## src/hw/rta_pkg.sv

```systemverilog
// Shared constants and types for the retimer channel adaptation and
// interrupt configuration slice.
// Assumes an 8-bit register port and one system clock domain.
package rta_pkg;

  // Register offsets
  localparam logic [7:0] ADDR_IRQ_ADAPT_CTRL = 8'h31;
  localparam logic [7:0] ADDR_EYE_IRQ_THR = 8'h32;
  localparam logic [7:0] ADDR_EYE_MIN_DFE = 8'h33;
  localparam logic [7:0] ADDR_IRQ_STATUS = 8'h3d;
  localparam logic [7:0] ADDR_EYE_IRQ_EN = 8'h3e;
  localparam logic [7:0] ADDR_LIVE_STATUS = 8'h3f;

  // Values after reset
  localparam logic [7:0] RST_IRQ_ADAPT_CTRL = 8'h20;
  localparam logic [7:0] RST_EYE_IRQ_THR = 8'h11;
  localparam logic [7:0] RST_EYE_MIN_DFE = 8'h88;
  localparam logic [7:0] RST_EYE_IRQ_EN = 8'h00;
  localparam logic [7:0] RST_ZERO = 8'h00;

  // Fields of the control register
  localparam int BIT_PRBS_EN = 7;
  localparam int MODE_LSB = 5;
  localparam int MERIT_LSB = 3;
  localparam int BIT_LOCK_EN = 1;
  localparam int BIT_SIGDET_EN = 0;
  localparam logic [7:0] CTRL_WR_MASK = 8'hfb;

  // Layout shared by status and mask
  localparam int STAT_PRBS = 7;
  localparam int STAT_EYE = 2;
  localparam int STAT_LOCK = 1;
  localparam int STAT_SIGDET = 0;
  localparam logic [7:0] STAT_USED_MASK = 8'h87;
  localparam logic [7:0] EYE_EN_MASK = 8'h04;

  // Threshold nibbles and their scale
  localparam int HORIZ_LSB = 4;
  localparam int VERT_LSB = 0;
  localparam int LEVEL_W = 4;
  localparam int EYE_UNIT_SHIFT = 3;
  localparam int EYE_W = 8;

  // Adaptation sequence select
  typedef enum logic [1:0] {
    ADAPT_NONE,
    ADAPT_CTLE_ONLY,
    ADAPT_CTLE_DFE_CTLE,
    ADAPT_LOCK_DFE_EQ
  } rta_mode_e;

  // Figure of merit handed to the CTLE engine
  typedef enum logic [1:0] {
    MERIT_BOTH,
    MERIT_HORIZ,
    MERIT_VERT,
    MERIT_ALT
  } rta_merit_e;

  // Adaptation sequencer states
  typedef enum logic [2:0] {
    ST_IDLE,
    ST_CTLE_FIRST,
    ST_DFE,
    ST_CTLE_FINAL,
    ST_DONE
  } rta_state_e;

  // One eye measurement from the monitor
  typedef struct packed {
    logic [EYE_W-1:0] horiz;
    logic [EYE_W-1:0] vert;
  } rta_eye_s;

  // Controls toward the equalizer engines
  typedef struct packed {
    logic ctle_adapt_en;
    logic dfe_adapt_en;
    rta_merit_e merit;
  } rta_eq_ctl_s;

endpackage

```

## src/hw/rta_channel_cfg.sv

```systemverilog
// Channel interrupt and equalizer adaptation configuration slice.
// Holds the control, eye threshold and handoff registers, the sticky
// interrupt status, and the sequencer driving CTLE and DFE adaptation.
// Assumes an 8-bit register port on the system clock, analog lock and
// signal-detect levels from another domain, and engines on this clock.
//
// Notes on behaviour
// - PRBS error enable lets checker errors interrupt
// - Select 00 stops adaptation, 01 CTLE only
// - Select 10: CTLE, DFE, then CTLE again
// - Select 11: CTLE to lock, DFE, EQ
// - Merit 00/11 both, 01 horizontal, 10 vertical
// - Alternate merit input overrides merit select
// - Lock-loss enable gates CDR lock-loss interrupt
// - Signal-detect-loss enable gates loss interrupt
// - Eye interrupt levels: horizontal high, vertical low
// - One level step equals eight eye counts
// - Mode three waits for minimum eye before DFE
// - Handoff minimums are four-bit nibbles, max 15
//
// Added by the designer: the plain strobed port.
`timescale 1ns/1ps
module rta_channel_cfg #(
  parameter int EYE_W = rta_pkg::EYE_W
) (
  input wire logic i_sys_clk,
  input wire logic i_sys_rst,
  input wire logic i_clk_en,
  // Register port
  input wire logic [7:0] i_addr,
  input wire logic [7:0] i_wdata,
  input wire logic i_wr,
  input wire logic i_rd,
  output logic [7:0] o_rdata,
  // Analog levels from outside this clock domain
  input wire logic i_cdr_lock,
  input wire logic i_sigdet,
  // Same-clock sources
  input wire logic i_prbs_err,
  input wire logic i_eye_valid,
  input wire rta_pkg::rta_eye_s i_eye,
  input wire logic i_alt_merit,
  input wire logic i_adapt_restart,
  input wire logic i_ctle_optimal,
  input wire logic i_dfe_done,
  // Engine controls and interrupt
  output rta_pkg::rta_eq_ctl_s o_eq_ctl,
  output logic o_irq
);

  // All state of this slice except the synchroniser and eye checkers
  typedef struct packed {
    logic [7:0] ctrl; // Enables, mode, merit
    logic [7:0] thr; // Eye interrupt levels
    logic [7:0] emin; // Eye minimum for DFE handoff
    logic [7:0] eye_en; // Eye interrupt enable
    logic [7:0] status; // Sticky events
    logic [7:0] rdata; // Read data, one cycle
    logic lock_prev; // Edge memory for lock
    logic sigdet_prev; // Edge memory for signal detect
    logic eye_low_prev; // Edge memory for eye closure
    rta_pkg::rta_state_e state; // Sequencer
    logic ctle_en; // CTLE adapt enable out
    logic dfe_en; // DFE adapt enable out
    rta_pkg::rta_merit_e merit; // Merit out
  } rta_core_st_s;

  localparam rta_core_st_s CORE_RESET = '{
    ctrl: rta_pkg::RST_IRQ_ADAPT_CTRL,
    thr: rta_pkg::RST_EYE_IRQ_THR,
    emin: rta_pkg::RST_EYE_MIN_DFE,
    eye_en: rta_pkg::RST_EYE_IRQ_EN,
    status: rta_pkg::RST_ZERO,
    rdata: rta_pkg::RST_ZERO,
    lock_prev: 1'b0,
    sigdet_prev: 1'b0,
    eye_low_prev: 1'b0,
    state: rta_pkg::ST_IDLE,
    ctle_en: 1'b0,
    dfe_en: 1'b0,
    merit: rta_pkg::MERIT_BOTH
  };

  rta_core_st_s q;
  rta_core_st_s d;

  // Synchronised analog levels
  logic [1:0] pins_async;
  logic [1:0] pins_level;
  logic lock_s; // CDR lock, filtered
  logic sigdet_s; // Signal present, filtered

  // Eye comparison results
  logic h_below;
  logic v_below;
  logic h_meets;
  logic v_meets;
  logic eye_low;
  logic eye_ok;

  // Decoded fields
  rta_pkg::rta_mode_e mode;
  logic [1:0] merit_sel;
  logic [7:0] irq_mask;
  logic [7:0] events;
  logic [7:0] w1c;
  logic [7:0] live;
  logic [7:0] rd_mux;
  logic wr_ctrl;

  assign pins_async = {i_cdr_lock, i_sigdet};

  // Lock and signal detect come from the analog front end
  rta_pin_sync #(
    .W(2)
  ) u_pin_sync (
    .i_sys_clk(i_sys_clk),
    .i_sys_rst(i_sys_rst),
    .i_clk_en(i_clk_en),
    .i_async(pins_async),
    .o_level(pins_level)
  );

  assign lock_s = pins_level[1];
  assign sigdet_s = pins_level[0];

  // Horizontal opening against the high nibbles
  rta_eye_check #(
    .EYE_W(EYE_W)
  ) u_eye_horiz (
    .i_sys_clk(i_sys_clk),
    .i_sys_rst(i_sys_rst),
    .i_clk_en(i_clk_en),
    .i_valid(i_eye_valid),
    .i_eye(i_eye.horiz),
    .i_irq_level(q.thr[rta_pkg::HORIZ_LSB +: rta_pkg::LEVEL_W]),
    .i_min_level(q.emin[rta_pkg::HORIZ_LSB +: rta_pkg::LEVEL_W]),
    .o_below_irq(h_below),
    .o_meets_min(h_meets)
  );

  // Vertical opening against the low nibbles
  rta_eye_check #(
    .EYE_W(EYE_W)
  ) u_eye_vert (
    .i_sys_clk(i_sys_clk),
    .i_sys_rst(i_sys_rst),
    .i_clk_en(i_clk_en),
    .i_valid(i_eye_valid),
    .i_eye(i_eye.vert),
    .i_irq_level(q.thr[rta_pkg::VERT_LSB +: rta_pkg::LEVEL_W]),
    .i_min_level(q.emin[rta_pkg::VERT_LSB +: rta_pkg::LEVEL_W]),
    .o_below_irq(v_below),
    .o_meets_min(v_meets)
  );

  // Either direction closing is one eye event
  assign eye_low = h_below | v_below;
  // Handoff needs both directions open enough
  assign eye_ok = h_meets & v_meets;

  assign mode = rta_pkg::rta_mode_e'(q.ctrl[rta_pkg::MODE_LSB +: 2]);
  assign merit_sel = q.ctrl[rta_pkg::MERIT_LSB +: 2];
  assign wr_ctrl = i_wr && (i_addr == rta_pkg::ADDR_IRQ_ADAPT_CTRL);

  // Event pulses, same layout as the status register
  always_comb begin
    events = '0;
    events[rta_pkg::STAT_PRBS] = i_prbs_err;
    events[rta_pkg::STAT_EYE] = eye_low & ~q.eye_low_prev;
    events[rta_pkg::STAT_LOCK] = q.lock_prev & ~lock_s;
    events[rta_pkg::STAT_SIGDET] = q.sigdet_prev & ~sigdet_s;
  end

  // Mask built from the enables, same layout as status
  always_comb begin
    irq_mask = '0;
    // PRBS error enable
    irq_mask[rta_pkg::STAT_PRBS] = q.ctrl[rta_pkg::BIT_PRBS_EN];
    // Eye enable lives in its own register
    irq_mask[rta_pkg::STAT_EYE] = q.eye_en[rta_pkg::STAT_EYE];
    // Lock-loss enable
    irq_mask[rta_pkg::STAT_LOCK] = q.ctrl[rta_pkg::BIT_LOCK_EN];
    // Signal-detect-loss enable
    irq_mask[rta_pkg::STAT_SIGDET] = q.ctrl[rta_pkg::BIT_SIGDET_EN];
  end

  // Write-one-to-clear strobe for the status register
  always_comb begin
    w1c = '0;
    if (i_wr && (i_addr == rta_pkg::ADDR_IRQ_STATUS)) begin
      w1c = i_wdata;
    end
  end

  // Live view of the channel, read only
  always_comb begin
    live = '0;
    live[0] = sigdet_s;
    live[1] = lock_s;
    live[2] = eye_low;
    live[3] = eye_ok;
    live[6:4] = q.state;
    live[7] = (q.state == rta_pkg::ST_DONE);
  end

  // Read decode; unmapped offsets answer zero
  always_comb begin
    unique case (i_addr)
      rta_pkg::ADDR_IRQ_ADAPT_CTRL: rd_mux = q.ctrl;
      rta_pkg::ADDR_EYE_IRQ_THR: rd_mux = q.thr;
      rta_pkg::ADDR_EYE_MIN_DFE: rd_mux = q.emin;
      // Status stays readable whatever the enables
      rta_pkg::ADDR_IRQ_STATUS: rd_mux = q.status;
      rta_pkg::ADDR_EYE_IRQ_EN: rd_mux = q.eye_en;
      rta_pkg::ADDR_LIVE_STATUS: rd_mux = live;
      default: rd_mux = '0;
    endcase
  end

  // Next state of the whole slice except the synchroniser and eye checkers
  always_comb begin
    d = q;

    // Read data stands one cycle only
    d.rdata = i_rd ? rd_mux : '0;

    // Register writes; reserved control bit stays zero
    if (wr_ctrl) begin
      d.ctrl = i_wdata & rta_pkg::CTRL_WR_MASK;
    end
    if (i_wr && (i_addr == rta_pkg::ADDR_EYE_IRQ_THR)) begin
      d.thr = i_wdata;
    end
    if (i_wr && (i_addr == rta_pkg::ADDR_EYE_MIN_DFE)) begin
      d.emin = i_wdata;
    end
    if (i_wr && (i_addr == rta_pkg::ADDR_EYE_IRQ_EN)) begin
      d.eye_en = i_wdata & rta_pkg::EYE_EN_MASK;
    end

    // Set wins over clear so no event slips past a clear
    d.status = ((q.status & ~w1c) | events) & rta_pkg::STAT_USED_MASK;

    // Edge memories
    d.lock_prev = lock_s;
    d.sigdet_prev = sigdet_s;
    d.eye_low_prev = eye_low;

    // Sequencer; restart starts over, a control write starts it only from idle or done
    unique case (q.state)
      rta_pkg::ST_IDLE,
      rta_pkg::ST_DONE: begin
        if (i_adapt_restart || wr_ctrl) begin
          d.state = rta_pkg::ST_CTLE_FIRST;
        end
      end
      rta_pkg::ST_CTLE_FIRST: begin
        if (i_adapt_restart) begin
          d.state = rta_pkg::ST_CTLE_FIRST;
        end else if (mode == rta_pkg::ADAPT_CTLE_ONLY) begin
          // CTLE alone, finished when optimal
          if (i_ctle_optimal) begin
            d.state = rta_pkg::ST_DONE;
          end
        end else if (mode == rta_pkg::ADAPT_CTLE_DFE_CTLE) begin
          // CTLE to optimum before DFE
          if (i_ctle_optimal) begin
            d.state = rta_pkg::ST_DFE;
          end
        end else if (lock_s && eye_ok) begin
          // Lock plus minimum eye before DFE
          d.state = rta_pkg::ST_DFE;
        end
      end
      rta_pkg::ST_DFE: begin
        // DFE relies on the host having powered it up
        if (i_adapt_restart) begin
          d.state = rta_pkg::ST_CTLE_FIRST;
        end else if (i_dfe_done) begin
          d.state = rta_pkg::ST_CTLE_FINAL;
        end
      end
      rta_pkg::ST_CTLE_FINAL: begin
        // Final equalizer pass until optimal
        if (i_adapt_restart) begin
          d.state = rta_pkg::ST_CTLE_FIRST;
        end else if (i_ctle_optimal) begin
          d.state = rta_pkg::ST_DONE;
        end
      end
      // Unused codes recover to idle
      default: d.state = rta_pkg::ST_IDLE;
    endcase

    // No adaptation in mode zero; the incoming value counts so that
    // a write of mode zero never starts a one-cycle pass
    if (rta_pkg::rta_mode_e'(d.ctrl[rta_pkg::MODE_LSB +: 2]) ==
        rta_pkg::ADAPT_NONE) begin
      d.state = rta_pkg::ST_IDLE;
    end

    // Engine enables follow the next state
    d.ctle_en = (d.state == rta_pkg::ST_CTLE_FIRST) ||
                (d.state == rta_pkg::ST_CTLE_FINAL);
    d.dfe_en = (d.state == rta_pkg::ST_DFE);

    // Figure of merit; alternate input has precedence
    if (i_alt_merit) begin
      d.merit = rta_pkg::MERIT_ALT;
    end else begin
      // Both directions for 00 and 11
      unique case (merit_sel)
        2'h1: d.merit = rta_pkg::MERIT_HORIZ;
        2'h2: d.merit = rta_pkg::MERIT_VERT;
        2'h0,
        2'h3: d.merit = rta_pkg::MERIT_BOTH;
      endcase
    end
  end

  // State register; a low enable freezes everything, bus included
  always_ff @(posedge i_sys_clk) begin
    if (i_sys_rst) begin
      q <= CORE_RESET;
    end else if (i_clk_en) begin
      q <= d;
    end
  end

  // Outputs
  assign o_rdata = q.rdata;
  assign o_eq_ctl.ctle_adapt_en = q.ctle_en;
  assign o_eq_ctl.dfe_adapt_en = q.dfe_en;
  assign o_eq_ctl.merit = q.merit;
  // Only enabled sources reach the pin
  assign o_irq = |(q.status & irq_mask);

endmodule

```

## src/hw/rta_eye_check.sv

```systemverilog
// Compares one eye opening against an interrupt level and a minimum.
// Assumes the measurement is held stable while its valid is high.
`timescale 1ns/1ps
module rta_eye_check #(
  parameter int EYE_W = rta_pkg::EYE_W
) (
  input wire logic i_sys_clk,
  input wire logic i_sys_rst,
  input wire logic i_clk_en,
  input wire logic i_valid,
  input wire logic [EYE_W-1:0] i_eye,
  input wire logic [rta_pkg::LEVEL_W-1:0] i_irq_level,
  input wire logic [rta_pkg::LEVEL_W-1:0] i_min_level,
  output logic o_below_irq,
  output logic o_meets_min
);

  typedef logic [EYE_W-1:0] rta_eye_t;

  // Latest comparison results
  typedef struct packed {
    logic below;
    logic meets;
  } rta_eye_st_s;

  rta_eye_st_s q;
  rta_eye_st_s d;
  rta_eye_t irq_lim;
  rta_eye_t min_lim;

  // One level step is worth eight counts of opening
  assign irq_lim = rta_eye_t'(i_irq_level) << rta_pkg::EYE_UNIT_SHIFT;
  assign min_lim = rta_eye_t'(i_min_level) << rta_pkg::EYE_UNIT_SHIFT;

  // Results only move on a fresh measurement
  always_comb begin
    d = q;
    if (i_valid) begin
      d.below = i_eye < irq_lim;
      d.meets = i_eye >= min_lim;
    end
  end

  // State register
  always_ff @(posedge i_sys_clk) begin
    if (i_sys_rst) begin
      q <= '0;
    end else if (i_clk_en) begin
      q <= d;
    end
  end

  assign o_below_irq = q.below;
  assign o_meets_min = q.meets;

endmodule

```

## src/hw/rta_pin_sync.sv

```systemverilog
// Three-stage synchroniser with agreement filter, one lane per bit.
// Assumes inputs are asynchronous levels; short glitches are dropped.
`timescale 1ns/1ps
module rta_pin_sync #(
  parameter int W = 2
) (
  input wire logic i_sys_clk,
  input wire logic i_sys_rst,
  input wire logic i_clk_en,
  input wire logic [W-1:0] i_async,
  output logic [W-1:0] o_level
);

  // Stage flops and filtered level
  typedef struct packed {
    logic [W-1:0] s1;
    logic [W-1:0] s2;
    logic [W-1:0] s3;
    logic [W-1:0] level;
  } rta_sync_st_s;

  rta_sync_st_s q;
  rta_sync_st_s d;

  // Stage one is read only by stage two
  always_comb begin
    d = q;
    d.s1 = i_async;
    d.s2 = q.s1;
    d.s3 = q.s2;
    for (int b = 0; b < W; b++) begin
      // Change accepted once stages two and three agree
      if (q.s2[b] == q.s3[b]) begin
        d.level[b] = q.s3[b];
      end
    end
  end

  // State register
  always_ff @(posedge i_sys_clk) begin
    if (i_sys_rst) begin
      q <= '0;
    end else if (i_clk_en) begin
      q <= d;
    end
  end

  assign o_level = q.level;

endmodule

```

## config.mk

```make
export PLATFORM = sky130hd
export DESIGN_NAME = rta_channel_cfg
export DESIGN_NICKNAME = d
export VERILOG_FILES = /design/src/hw/rta_pkg.sv /design/src/hw/rta_channel_cfg.sv /design/src/hw/rta_eye_check.sv /design/src/hw/rta_pin_sync.sv
export SDC_FILE = /design/constraint.sdc
export NUM_CORES = 1
export LEC_CHECK = 0
export BUFFER_PORTS_ARGS = -buffer_cell sky130_fd_sc_hd__buf_4
export CAP_MARGIN = 20
export CORE_MARGIN = 2
export CORE_UTILIZATION = 45
export CTS_CLUSTER_SIZE = 14
export DETAILED_ROUTE_END_ITERATION = 16
export GPL_TIMING_DRIVEN = 0
export PLACE_DENSITY = 0.67
export SYNTH_ARGS = -nofsm -noshare
export SYNTH_HDL_FRONTEND = slang
export SYNTH_SLANG_ARGS = --single-unit
```

## constraint.sdc

```tcl
create_clock -name i_sys_clk -period 2 [get_ports i_sys_clk]
set_clock_uncertainty 0.1 [all_clocks]
set_input_delay 0.4 -clock i_sys_clk [delete_from_list [all_inputs] [get_ports i_sys_clk]]
set_output_delay 0.4 -clock i_sys_clk [all_outputs]
set_load 0.01 [all_outputs]
```

Word-level counts from Yosys, hierarchy flattened --
Cells that the tools add are included.
Operators by class: magnitude comparators 4, eq/ne operators 20, mux-type cells 18, bitwise logic cells 12, reduce and logical (&&, ||, !) cells 21
Operators by type and width (number):
- 8-bit by 6-bit equality test with 1-bit output, second input constant | 6
- 8-bit one-hot mux with 6 select lines | 1
- 3-bit 2-to-1 mux | 11
- 8-bit AND | 2
- 8-bit by 7-bit >= comparator with 1-bit output | 2
- 8-bit by 7-bit < comparator with 1-bit output | 2
- 8-bit 2-to-1 mux | 2
- 2-bit AND reduction | 7
- 3-bit by 2-bit equality test with 1-bit output, second input constant | 4
- 3-bit one-hot mux with 4 select lines | 1
- 8-bit inverter | 1
- 8-bit OR | 1
- 8-bit OR reduction | 1
- 7-bit 2-to-1 mux | 1
- 2-bit equality test, second input constant | 3
- 3-bit by 1-bit equality test with 1-bit output, second input constant | 2
- 1-bit logical AND | 6
- 2-bit one-hot mux with 3 select lines | 1
- 1-bit AND | 4
- 2-bit by 1-bit equality test with 1-bit output, second input constant | 2
- 2-bit logical NOT | 2
- 2-bit OR reduction | 2
- 3-bit equality test, second input constant | 1
- 3-bit logical NOT | 1
- other kinds (5) | 9
Word-level totals: bits in registers 58, output and inout port bits 13

Depth between registers and ports, before layout --
Gate-level depths: netlist (run 1).
depth after elaboration 10, gate-level depth with buffers 7, depth with buffers taken out 7

By module --
Synthesis (run 1) repeated with hierarchy kept, for this count alone.
Unflattened totals: cells, all modules 378, area, all modules 3221.8 sq um
By module, submodules not included:
- rta_channel_cfg | instances 1, cells each 280, area each 2322.2 sq um, seq. area each 920.9 sq um
- rta_eye_check | instances 2, cells each 32, area each 267.8 sq um, seq. area each 40.0 sq um
- rta_pin_sync | instances 1, cells each 34, area each 364.1 sq um, seq. area each 160.2 sq um

Worst setup path after synthesis (run 1) --
OpenSTA, ideal clock, no wires.
path type input port to flip-flop, start point input i_addr[6], end point register q (netlist bit mode[0]), library setup time 0.120 ns, data arrival time 1.631 ns, path slack 0.150 ns, stages on the path 6, path buffers 2, cell sequence and4bb_1 buf_6 nand3_2 or3_1 buf_4 a211o_1
On the way: longest elaborated chain between the ends 3
RTL lines:
- start, declared | RTL line rta_channel_cfg.sv:30 | input wire logic [7:0] i_addr,
- 8-bit by 6-bit equality test with 1-bit output | RTL line rta_channel_cfg.sv:164 | assign wr_ctrl = i_wr && (i_addr == rta_pkg::ADDR_IRQ_ADAPT_CTRL);
- 1-bit logical AND | RTL line rta_channel_cfg.sv:164
- 7-bit 2-to-1 mux | RTL line rta_channel_cfg.sv:229 | if (wr_ctrl) begin
- end signal, assigned | RTL line rta_channel_cfg.sv:325 | q <= CORE_RESET;
- end signal, assigned | RTL line rta_channel_cfg.sv:327 | q <= d;
- end, declared | RTL line rta_channel_cfg.sv:84 | rta_core_st_s q;
No other way between the ends. A chain may end at the register's enable or synchronous reset.

Worst setup path after layout (run 1) --
start point input i_addr[6], end point register q[41] (netlist bit)
On the way: longest elaborated chain between the ends 3
RTL lines:
- 8-bit by 6-bit equality test with 1-bit output | RTL line rta_channel_cfg.sv:235 | if (i_wr && (i_addr == rta_pkg::ADDR_EYE_MIN_DFE)) begin
- 1-bit logical AND | RTL line rta_channel_cfg.sv:235
- 2-bit AND reduction (no source line)
No other way between the ends.

==> results of run 1 <==
-- layer usage --
metal | wire length [um] | share of wire, % | vias up | track usage, %
met3 | 471 | 5.7 | 13 | 5.75
li1 | - | - | 1434 | -
met4 | 129 | 1.6 | 0 | 7.58
met2 | 4000 | 48 | 71 | 38.9
met1 | 3660 | 44 | 1350 | 28.8
met5 | 0 | 0 | - | 0
-- layout make-up --
| class | count | area (um^2) | area share (%) |
|---|---|---|---|
| buffer | 29 | 170 | 4.35 |
| clock buffer | 11 | 151 | 3.87 |
| sequential | 58 | 1160 | 29.7 |
| tap | 96 | 120 | 3.07 |
| multi-input combinational | 251 | 1740 | 44.5 |
| clock inverter | 5 | 52.6 | 1.34 |
| timing repair buffer | 54 | 405 | 10.4 |
| inverter | 30 | 113 | 2.88 |
-- cells in the mapped netlist, drive strengths merged, types with 2 or more instances --
| master | count |
|---|---|
| nor2 | 50 |
| a21oi | 20 |
| o32ai | 2 |
| a22oi | 11 |
| nand3b | 3 |
| a211o | 5 |
| inv | 30 |
| o22ai | 7 |
| a31oi | 2 |
| a211oi | 4 |
| o2111ai | 2 |
| nand2 | 24 |
| mux2 | 2 |
| nor2b | 5 |
| o41ai | 2 |
| mux2i | 29 |
| nand2b | 4 |
| and2 | 2 |
| dfxtp | 58 |
| nand4 | 3 |
| buf | 19 |
| nand3 | 7 |
| o21ai | 11 |
| a32oi | 2 |
| ha | 14 |
| a22o | 6 |
| o31ai | 2 |
| a21o | 6 |
| clkbuf | 10 |
| nor3 | 5 |
| o2bb2ai | 5 |
| or3 | 2 |
-- registers in the layout, indices dropped and copies added (netlist names) --
register and count:
u_eye_horiz.o_below_irq 1, u_pin_sync.o_level 2, u_pin_sync.d 4, q 23, o_rdata 8, u_eye_horiz.o_meets_min 1
o_eq_ctl 4, live 3, irq_mask 4, merit_sel 2, u_eye_vert.o_meets_min 1, u_pin_sync.q 2
u_eye_vert.o_below_irq 1, mode 2
-- cells in the final DEF (no fill, tap or decap), types with 11 or more instances in the layout --
master,Yosys,final
a21oi_1,20,20
a22oi_1,11,11
buf_4,14,68
clkbuf_8,0,11
dfxtp_1,58,58
ha_1,14,14
inv_1,30,30
mux2i_1,29,29
nand2_1,23,23
nor2_1,49,49
-- kinds of logic (layout without fill, tap and decap cells) --
family                   count (synthesis)  count (layout)  synth area share, %
AND/OR/NAND/NOR                        110             110                 17.9
AO/OA/AOI/OAI                           96              96                 21.4
buffers and inverters                   59             129                 8.88
flip-flops                              58              58                 36.5
multiplexers                            31              31                 9.83
adder cells (fa/ha/maj)                 14              14                 5.50
-- stage by stage --
step / util (%) / worst slack (ns) / cells / power (mW) / hold WS, ns
6_report: 57.3 / 0.156 / 534 / 2.57 / 0.180
5_1_grt: 57.3 / 0.0117 / 534 / 2.66 / 0.191
4_1_cts: 57.3 / 0.165 / 534 / 2.58 / 0.176
3_5_place_dp: 54.3 / -0.192 / 518 / 1.48 / 0.348
3_3_place_gp: 54.3 / -0.180 / 518 / 1.48 / 0.344
2_1_floorplan: - / 0.150 / 368 / 1.35 / 0.331
-- critical path: cells and delay by family --
family	cells	cell delay [ns]
AND/OR/NAND/NOR	4	1.03
AO/OA/AOI/OAI	1	0.27
buffers and inverters	2	0.26
-- worst max-delay path by stage --
| stage | from | endpoint | slack [ns] | cells after the start |
|---|---|---|---|---|
| after floorplan | i_addr[6] | mode[0] | 0.15 | 6 |
| after global placement | i_addr[6] | q[37] | -0.18 | 7 |
| after detailed placement | i_addr[6] | q[37] | -0.19 | 7 |
| after CTS | i_addr[6] | q[41] | 0.17 | 7 |
| after global routing | mode[1] | live[5] | 0.01 | 5 |
| final | i_addr[6] | q[41] | 0.16 | 7 |
-- power by group through the flow --
stage | sequential [mW] | combinational, mW | clock, mW
finish | 1.19 | 0.270 | 1.11
floorplan | 1.21 | 0.143 | 0
detailed placement | 1.22 | 0.269 | 0
global route | 1.19 | 0.300 | 1.17
CTS | 1.19 | 0.270 | 1.12
global placement | 1.21 | 0.265 | 0
==> parameters.txt, run 1 <==
Parameter                              Value

Worst hold path
  Startpoint of the most critical hold path ... i_wdata[3]
  Worst min path class ... primary input to register
  Number of instances on the worst hold path ... 2
  Sink of the worst hold path ... q[37]

Logic synthesis
  Share of the synthesized area in the top cell type ... 36.5%
  Total of flip-flops plus latches after synthesis ... 58
  Count of mapped cells out of synthesis ... 368
  Number of distinct library cells after synthesis ... 59
  Mapped Nets ... 427
  Syn. warnings ... 0
  Post-synthesis instance area ... 3180 um^2
  Count of flip-flops with a built-in enable after synthesis ... 0
  Library cell with the largest summed area after synthesis ... dfxtp_1
  Area contributors post-synth ... dfxtp_1 36%, mux2i_1 9.1%, nor2_1 5.8%
  Proportion of register bits with asynchronous set or reset after synthesis ... 0%
  Leading register cell type out of synthesis ... dfxtp_1
  Synthesized area per cell ... 8.65 um^2
  Sequential share of the synthesized area ... 36.5%

Routing
  DRT antenna net count ... 0
  Initial detailed-routing violation count ... 153
  Average routed wire per standard cell ... 15.5 um
  Total length of routed wires ... 8260 um
  Via count of the routed design ... 2868
  Average vias per placed instance ... 5.37
  DRC Markers ... 0
  Count of TritonRoute iterations in the first routing pass ... 4

Die
  Area of the die ... 7760 um^2
  Std-Cell Rows ... 30
  Number of I/O pins ... 58
  Placeable core area ... 6830 um^2
  Floorplan die height ... 88.1 um
  Die Span X ... 88.1 um
  Starting density of the core ... 46.6%

Pwr
  Cell-internal power ... 1.93 mW
  Maximum vdd ir drop ... 0.380 mV
  Power density cells ... 657 nW/um^2
  Logic gate share of total power ... 10.5%
  Fraction of power spent switching nets ... 24.8%
  Power share of the clock group ... 43.2%
  Static Leak ... 1.72 nW
  Switching power summed over all nets ... 637 uW
  Sequential cell fraction of total power ... 46.3%

Placed design
  Input/output buffers ... 54
  Dpl hpwl ... 6330 um
  Gpl congestion ... 0.895
  Instance area at placement ... 3710 um^2

Worst setup path
  Worst path cell trace ... buf_4 -> and4bb_1 -> buf_6 -> nand2_4 -> nor3_4 -> nor2_1 -> a211o_1
  Reg2Reg Depth ... 5
  Worst flop-to-flop path endpoint ... live[5]
  Maximum single-stage delay on the critical path ... 0.58 ns
  Setup CP Type ... primary input to register
  Critical path peak fanout ... 10
  Highest-delay cell along the critical path ... nor3_4
  Required time of the worst setup path ... 2.13 ns
  Reg-to-Reg Start ... mode[1]
  Reg2Reg Setup Slack ... 0.25 ns
  Data arrival time at the worst-slack endpoint ... 1.97 ns
  Nature of the critical path startpoint ... primary input
  Kind of capture point of the worst setup path ... register

Global route
  Largest net degree at the start of global routing ... 11
  Vias in the first global route ... 2752
  Global routing usage summed across all routing layers ... 23.0%
  GRT overflow ... 0
  Global-route wire length before repair ... 13400 um
  Number of antenna violations at the first check in global routing ... 0

Clock network
  Clock root buffer ... clkbuf_8
  Worst-skew pair later-pin latency ... 0.34 ns
  Clock-pin slew on the worst setup and hold paths ... 0.07 ns
  Number of H-tree levels ... 3
  Post-CTS Setup Repair Bufs ... 0
  Maximum number of buffers from clock root to sink ... 2
  Post-CTS resize count ... 0
  Number of sinks on the clock net ... 58
  CTS tree ... done
  Quantity of hold-fixing buffers added after cts ... 0
  Number of CTS-inserted buffers ... 9

STA
  Final Hold Fails ... 0
  Max Slew Vio Count ... 0
  RSZ-0062 raised after global routing ... false
  Setup TNS ... 0 ns
  Final worst-path cycle share ... 92.2%
  Normalized max-slew margin ... 57.1%
  Transition time at the pin with the least slew margin ... 0.641 ns
  Max frequency ... 542 MHz
  Number of setup violations in the final report ... 0
  Minimum clock period ... 1.84 ns

Finish
  Design Area, Final ... 3910 um^2
  Share of post-route cells with drive strength above 1 ... 22.6%
  Net count, final ... 492
  Number of diodes ... 0
  Fillers ... 674
  Area Growth Syn to Fin ... 22.9%

Run status
  Run status ... complete, no violations

Run
  Max-cap violation count ... 0
Power figures use the tool's default switching activity.
==> inputs of run 2 (changes only) <==
- SYNTH_HIERARCHICAL: unset -> 1
==> parameters.txt, run 2 <==
Parameter                              Value

STA
  Final worst slack ... 0.135 ns (-0.0213 ns)
  Transition time at the pin with the least slew margin ... 0.611 ns (-0.0301 ns)
  Setup TNS ... 0 ns (unchanged)
  Max Slew Vio Count ... 0 (unchanged)
  Minimum clock period ... 1.87 ns (+0.0213 ns)
  Final Hold Fails ... 0 (unchanged)
  Number of setup violations in the final report ... 0 (unchanged)
  RSZ-0062 raised after global routing ... false
  Max frequency ... 536 MHz (-1.1%)
  Final worst-path cycle share ... 93.3% (+1.1 points)
  Normalized max-slew margin ... 59.3% (+2.1 points)

Routing
  Via count of the routed design ... 2950 (+2.9%)
  Initial detailed-routing violation count ... 180 (+18%)
  Average vias per placed instance ... 5.39 (+0.41%)
  Average routed wire per standard cell ... 15.0 um (-2.8%)
  Total length of routed wires ... 8230 um (-0.44%)
  DRT antenna net count ... 0 (unchanged)
  Count of TritonRoute iterations in the first routing pass ... 5 (+1)
  DRC Markers ... 0 (unchanged)

Worst setup path
  Critical path endpoint ... irq_mask[1]
  Cell count along the critical path ... 6 (-1)
  Required time of the worst setup path ... 2.12 ns (about the same)
  Setup CP Type ... primary input to register
  Reg2Reg Depth ... 6 (+1)
  Worst path cell trace ... buf_4 -> nand4bb_1 -> nor3_2 -> nand4_2 -> mux2i_1 -> nor2_1
  Kind of capture point of the worst setup path ... register
  Worst setup path start ... i_addr[6]
  Reg-to-Reg Start ... live[4]
  Number of buffers and inverters on the critical path ... 1 (-1)
  Highest-delay cell along the critical path ... nor3_2
  Maximum single-stage delay on the critical path ... 0.49 ns (-0.09 ns)
  Critical path peak fanout ... 8 (-2)
  Worst flop-to-flop path endpoint ... o_eq_ctl[2]
  Nature of the critical path startpoint ... primary input
  Data arrival time at the worst-slack endpoint ... 1.99 ns (+0.02 ns)
  Top cell family by delay on the critical path ... simple AND/OR/NAND/NOR gates
  Reg2Reg Setup Slack ... 0.35 ns (+0.10 ns)

Logic synthesis
  Top cells by count, synth ... 58 x dfxtp_1, 43 x nand2_1, 41 x nor2_1
  Compound-cell area share of the yosys netlist ... 18.8% (-2.6 points)
  Xor/xnor cell area share of the yosys netlist ... 0.272% (+0.27 points)
  Share of the synthesized area in the top cell type ... 36.0% (-0.44 points)
  Library cell with the largest summed area after synthesis ... dfxtp_1
  Post-synthesis instance area ... 3220 um^2 (+1.2%)
  Count of flip-flops with a built-in enable after synthesis ... 0 (unchanged)
  Synthesized area per cell ... 8.52 um^2 (-1.5%)
  Count of mapped cells out of synthesis ... 378 (+2.7%)
  Area share of fa/ha/maj cells after synthesis ... 5.44% (-0.066 points)
  Area contributors post-synth ... dfxtp_1 36%, mux2i_1 7.5%, ha_1 5.4%
  Dominant combinational cell family by area after synthesis ... simple AND/OR/NAND/NOR gates
  Multiplexer area fraction after synthesis ... 8.85% (-0.97 points)
  Sequential share of the synthesized area ... 36.0% (-0.44 points)
  Total of flip-flops plus latches after synthesis ... 58 (unchanged)
  Count leader, synth ... dfxtp_1
  Simple logic cell fraction of the synthesized area ... 22.3% (+4.4 points)
  Mapped Nets ... 437 (+2.3%)
  Syn. warnings ... 6 (+6)
  Proportion of register bits with asynchronous set or reset after synthesis ... 0% (unchanged)
  Number of distinct library cells after synthesis ... 54 (-8.5%)
  Leading register cell type out of synthesis ... dfxtp_1

Clock network
  Post-CTS Setup Repair Bufs ... 0 (unchanged)
  Maximum number of buffers from clock root to sink ... 2 (unchanged)
  Number of CTS-inserted buffers ... 9 (unchanged)
  Quantity of hold-fixing buffers added after cts ... 0 (unchanged)
  Number of sinks on the clock net ... 58 (unchanged)
  Number of H-tree levels ... 3 (unchanged)
  CTS tree ... done
  Worst-skew pair later-pin latency ... 0.34 ns (about the same)
  Clock root buffer ... clkbuf_8
  Post-CTS resize count ... 0 (unchanged)
  Clock-pin slew on the worst setup and hold paths ... 0.06 ns (about the same)

Worst hold path
  Startpoint of the most critical hold path ... i_sigdet
  Worst min path class ... primary input to register

Finish
  Area Growth Syn to Fin ... 22.7%
  Commonest non-fill, non-tap cells in the layout ... 71 x buf_4, 58 x dfxtp_1, 43 x nand2_1, 41 x nor2_1, 24 x mux2i_1
  Fillers ... 653 (-3.1%)
  Most common cell after layout, fill and taps aside ... buf_4
  Largest register by flop count ... q
  Net count, final ... 505 (+2.6%)
  Number of diodes ... 0 (unchanged)
  Max FFs per register ... 23 (unchanged)
  Share of post-route cells with drive strength above 1 ... 24.6% (+2.0 points)

Global route
  Number of antenna violations at the first check in global routing ... 0 (unchanged)
  Global-route wire length before repair ... 13200 um (-1.2%)
  Global routing usage summed across all routing layers ... 22.6% (-0.38 points)
  Vias in the first global route ... 2756 (+0.15%)
  Largest net degree at the start of global routing ... 11 (unchanged)
  GRT overflow ... 0 (unchanged)

Die
  Area of the die ... 7850 um^2 (+1.2%)
  Number of I/O pins ... 58 (unchanged)
  Std-Cell Rows ... 30 (unchanged)
  Die Span X ... 88.6 um (+0.58%)
  Floorplan die height ... 88.6 um (+0.58%)
  Starting density of the core ... 46.9% (+0.31 points)
  Placeable core area ... 6870 um^2 (+0.55%)

Run status
  Run status ... complete, no violations

Placed design
  Gpl congestion ... 0.889 (-0.70%)
  Input/output buffers ... 57 (+5.6%)
  Minimum setup slack after placement ... -0.225 ns (-0.0334 ns)
  Dpl hpwl ... 6400 um (+1.2%)

Pwr
  Power density cells ... 620 nW/um^2 (-5.5%)
  Static Leak ... 1.64 nW (-4.6%)
  Maximum vdd ir drop ... 0.482 mV (+27%)

Run
  Max-cap violation count ... 0 (unchanged)
[run 2: cell types whose count changed after synthesis, sizes merged, moves of 4 or more]
cell     delta
nand2b      +5
inv         -7
o2bb2ai     -4
nor2        -8
nand2      +22
mux2i       -5
a21o        -6
[run 2: logic make-up (layout without fill, tap and decap cells)]
family | count (synthesis) | in the layout
simple gates | 139 | 139
compound gates | 84 | 84
flops | 58 | 58
buf+inv | 54 | 127
mux | 28 | 28
fa+ha+maj | 14 | 14
xor+xnor | 1 | 1
[run 2: worst min-delay path by stage]
stage                       to  cells past startpoint  slack [ns]
5_1_grt                  q[37]                      2        0.19
2_1_floorplan       o_rdata[2]                      2        0.33
4_1_cts        u_pin_sync/d[4]                      3        0.18
3_3_place_gp       o_eq_ctl[2]                      2        0.35
6_report       u_pin_sync/d[4]                      3        0.19
3_5_place_dp       o_eq_ctl[2]                      2        0.35
[run 2: worst reg2reg max path, delay by kind of cell, from the launching register on]
kind,cells,cell delay (ns)
simple gates,3,0.47
compound gates,2,0.38
flops,1,0.30
buf+inv,1,0.31
[run 2: final cells by class]
cell class              count  area (um^2)  area share (%)
flip-flops and latches     58         1160            29.4
clock buffers              14          173            4.37
plain buffers              31          183            4.62
multi-input cells         266         1790            45.3
inverters                  23         86.3            2.18
well taps                  96          120            3.04
clock inverters             2         10.0           0.253
repair buffers             57          428            10.8
[run 2: power breakdown]
part / switching (mW) / leakage, nW / internal, mW
Combinational: 0.147 / 1.08 / 0.130
Clock: 0.444 / 0.0965 / 0.547
Sequential: 0.0116 / 0.470 / 1.17
Total: 0.602 / 1.64 / 1.85
[run 2: through the flow]
step           hold slack, ns  total power, mW  instances  utilization, %  area [um^2]
2_1_floorplan           0.326             1.34        378               -         3220
3_3_place_gp            0.346             1.48        531            54.9         3770
3_5_place_dp            0.352             1.48        531            54.9         3770
4_1_cts                 0.183             2.47        547            57.5         3950
5_1_grt                 0.194             2.55        547            57.5         3950
6_report                0.189             2.45        547            57.5         3950
[run 2: routing by layer]
metal  GRT usage [%]  share of wire, %  vias to the layer above
met2            35.8                47                       89
met1            28.9                44                     1373
met5               0                 0                        -
li1                -                 -                     1468
met4            10.5               2.8                        0
met3            5.97               6.2                       20
==> inputs of run 3 (changes only) <==
- ABC_AREA: unset -> 1
- PLACE_DENSITY: 0.67 -> 0.66
==> parameters.txt, run 3 <==
Parameter                              Value

Clock network
  Maximum number of buffers from clock root to sink ... 2 (unchanged)
  Worst-skew pair later-pin latency ... 0.35 ns (about the same)
  Post-CTS resize count ... 0 (unchanged)
  Number of sinks on the clock net ... 58 (unchanged)
  Post-CTS Setup Repair Bufs ... 0 (unchanged)
  Clock root buffer ... clkbuf_8
  CTS tree ... done
  Number of H-tree levels ... 3 (unchanged)
  Clock-pin slew on the worst setup and hold paths ... 0.07 ns (about the same)
  Quantity of hold-fixing buffers added after cts ... 0 (unchanged)
  Number of CTS-inserted buffers ... 9 (unchanged)

Routing
  Average routed wire per standard cell ... 12.9 um (-15%)
  Total length of routed wires ... 8640 um (+5.0%)
  DRT antenna net count ... 0 (unchanged)
  Initial detailed-routing violation count ... 161 (-11%)
  Count of TritonRoute iterations in the first routing pass ... 4 (-1)
  Via count of the routed design ... 3333 (+13%)
  Average vias per placed instance ... 4.96 (-8.0%)
  DRC Markers ... 0 (unchanged)

Placed design
  Gpl congestion ... 0.919 (+3.4%)
  Instance area at placement ... 3920 um^2 (+3.9%)
  Input/output buffers ... 57 (unchanged)
  Dpl hpwl ... 6670 um (+4.2%)
  Number of instances in the placed design ... 656 (+24%)

Global route
  Vias in the first global route ... 3179 (+15%)
  Largest net degree at the start of global routing ... 11 (unchanged)
  GRT overflow ... 0 (unchanged)
  Number of antenna violations at the first check in global routing ... 0 (unchanged)
  Global routing usage summed across all routing layers ... 22.0% (-0.58 points)
  Global-route wire length before repair ... 14400 um (+8.4%)

Run
  Max-cap violation count ... 0 (unchanged)

Logic synthesis
  Post-synthesis instance area ... 3370 um^2 (+4.5%)
  Top cells by count, synth ... 115 x nand2_1, 69 x inv_1, 58 x dfxtp_1
  Synthesized area per cell ... 6.73 um^2 (-21%)
  Area contributors post-synth ... dfxtp_1 34%, nand2_1 13%, inv_1 7.7%
  Leading register cell type out of synthesis ... dfxtp_1
  Share of the synthesized area in the top cell type ... 34.5% (-1.6 points)
  Count of mapped cells out of synthesis ... 500 (+32%)
  Mapped Nets ... 559 (+28%)
  Count leader, synth ... nand2_1
  Number of distinct library cells after synthesis ... 31 (-43%)
  Total of flip-flops plus latches after synthesis ... 58 (unchanged)
  Count of flip-flops with a built-in enable after synthesis ... 0 (unchanged)
  Library cell with the largest summed area after synthesis ... dfxtp_1
  Proportion of register bits with asynchronous set or reset after synthesis ... 0% (unchanged)
  Syn. warnings ... 6 (unchanged)
  Sequential share of the synthesized area ... 34.5% (-1.6 points)

Die
  Std-Cell Rows ... 31 (+3.3%)
  Die Span X ... 90.5 um (+2.1%)
  Area of the die ... 8190 um^2 (+4.3%)
  Placeable core area ... 7250 um^2 (+5.6%)
  Number of I/O pins ... 58 (unchanged)
  Starting density of the core ... 46.4% (-0.48 points)
  Floorplan die height ... 90.5 um (+2.1%)

STA
  Setup TNS ... 0 ns (unchanged)
  Final worst-path cycle share ... 76.1% (-17 points)
  Minimum clock period ... 1.52 ns (-0.343 ns)
  Number of setup violations in the final report ... 0 (unchanged)
  Final Hold Fails ... 0 (unchanged)
  Transition time at the pin with the least slew margin ... 0.576 ns (-0.0346 ns)
  Normalized max-slew margin ... 61.6% (+2.3 points)
  Max Slew Vio Count ... 0 (unchanged)
  RSZ-0062 raised after global routing ... false
  Max frequency ... 657 MHz (+23%)

Finish
  Number of standard cells in the final layout excluding fillers ... 672 (+23%)
  Most common cell after layout, fill and taps aside ... nand2_1
  Total area of multi-input combinational cells ... 1740 um^2 (-2.7%)
  Design Area, Final ... 4140 um^2 (+4.7%)
  Net count, final ... 627 (+24%)
  Commonest non-fill, non-tap cells in the layout ... 115 x nand2_1, 72 x buf_4, 69 x inv_1, 58 x dfxtp_1, 52 x nor2_1
  Area Growth Syn to Fin ... 22.9%
  Number of diodes ... 0 (unchanged)
  Max FFs per register ... 23 (unchanged)
  Combined flip-flop and latch cell area ... 1160 um^2 (unchanged)
  Fillers ... 734 (+12%)
  Share of post-route cells with drive strength above 1 ... 22.5% (-2.1 points)
  Largest register by flop count ... q

Worst setup path
  Critical path endpoint ... o_irq
  Worst flop-to-flop path endpoint ... o_eq_ctl[2]
  Reg2Reg Depth ... 10 (+4)
  Highest-delay cell along the critical path ... dfxtp_1
  Worst setup path start ... q[19]
  Reg2Reg Setup Slack ... 0.54 ns (+0.19 ns)
  Reg-to-Reg Start ... mode[1]
  Required time of the worst setup path ... 1.50 ns (-0.62 ns)
  Worst path cell trace ... nand2_1 -> nand4_1 -> buf_4
  Maximum single-stage delay on the critical path ... 0.33 ns (-0.16 ns)
  Critical path peak fanout ... 3 (-5)
  Data arrival time at the worst-slack endpoint ... 1.02 ns (-0.97 ns)
  Setup CP Type ... register to output pin
  Kind of capture point of the worst setup path ... output pin
  Nature of the critical path startpoint ... register

Pwr
  Power density cells ... 662 nW/um^2 (+6.7%)
  Maximum vdd ir drop ... 0.391 mV (-19%)
  Total power of the final layout ... 2.74 mW (+12%)
  Static Leak ... 2.02 nW (+23%)

Run status
  Run status ... complete, no violations

Worst hold path
  Startpoint of the most critical hold path ... i_sys_rst
  Worst min path class ... primary input to register
-- run 3: changes by cell type in the layout (fill, tap and decap cells not counted), moves of 9 or more --
cell	before	now
nand2_1	43	115
inv_1	23	69
o21ai_1	0	28
a21oi_1	20	44
mux2i_1	24	0
nand3_1	7	24
a22oi_1	11	0
inv_2	0	11
nor2_1	41	52
nand2b_1	9	0
-- run 3: metrics by stage --
step / worst slack [ns] / hold WS, ns / utilization [%]
4_1_cts: 0.475 / 0.157 / 57.0
2_1_floorplan: 0.513 / 0.333 / -
5_1_grt: 0.294 / 0.153 / 57.0
3_3_place_gp: 0.196 / 0.347 / 54.0
3_5_place_dp: 0.191 / 0.355 / 54.0
6_report: 0.478 / 0.159 / 57.0
-- run 3: final cells by class --
cell class | count | share of cell area [%]
inverters | 82 | 7.50
flip-flops and latches | 58 | 28.1
clock inverters | 5 | 1.87
plain buffers | 23 | 3.66
multi-input cells | 337 | 42.2
repair buffers | 57 | 10.3
clock buffers | 11 | 3.42
well taps | 99 | 2.99
-- run 3: logic make-up after synthesis --
logic type	after synthesis	synth area share [%]
and+or+nand+nor	219	29.8
buffers and inverters	105	13.7
AOI/OAI and AO/OA	104	16.8
DFF	58	34.5
adders and majority gates	14	5.20
-- run 3: how the worst min path moves through the flow --
stage	end	slack (ns)	cells past startpoint
3_3_place_gp	q[18]	0.35	2
2_1_floorplan	u_pin_sync/q[3]	0.33	2
4_1_cts	u_pin_sync/o_level[1]	0.16	2
5_1_grt	u_pin_sync/o_level[1]	0.15	2
6_report	u_pin_sync/o_level[1]	0.16	2
3_5_place_dp	irq_mask[2]	0.35	2
-- run 3: per-layer routing --
metal,vias to the layer above,share of wire (%),track usage [%]
met4,0,1.6,7.31
met2,76,49,38.2
met5,-,0,0
met1,1526,45,27.0
li1,1719,-,-
met3,12,4.8,4.76
-- run 3: report_power, final --
part           internal [mW]  switching [mW]  total, mW
Sequential              1.19          0.0191       1.20
Clock                  0.731           0.486       1.22
Combinational          0.134           0.182      0.315
Total                   2.05           0.687       2.74
-- run 3: worst max-delay path: cells and delay by family (launching register included) --
| family | cells | cell delay [ns] |
|---|---|---|
| buf+inv | 1 | 0.17 |
| flops | 1 | 0.33 |
| simple gates | 2 | 0.18 |
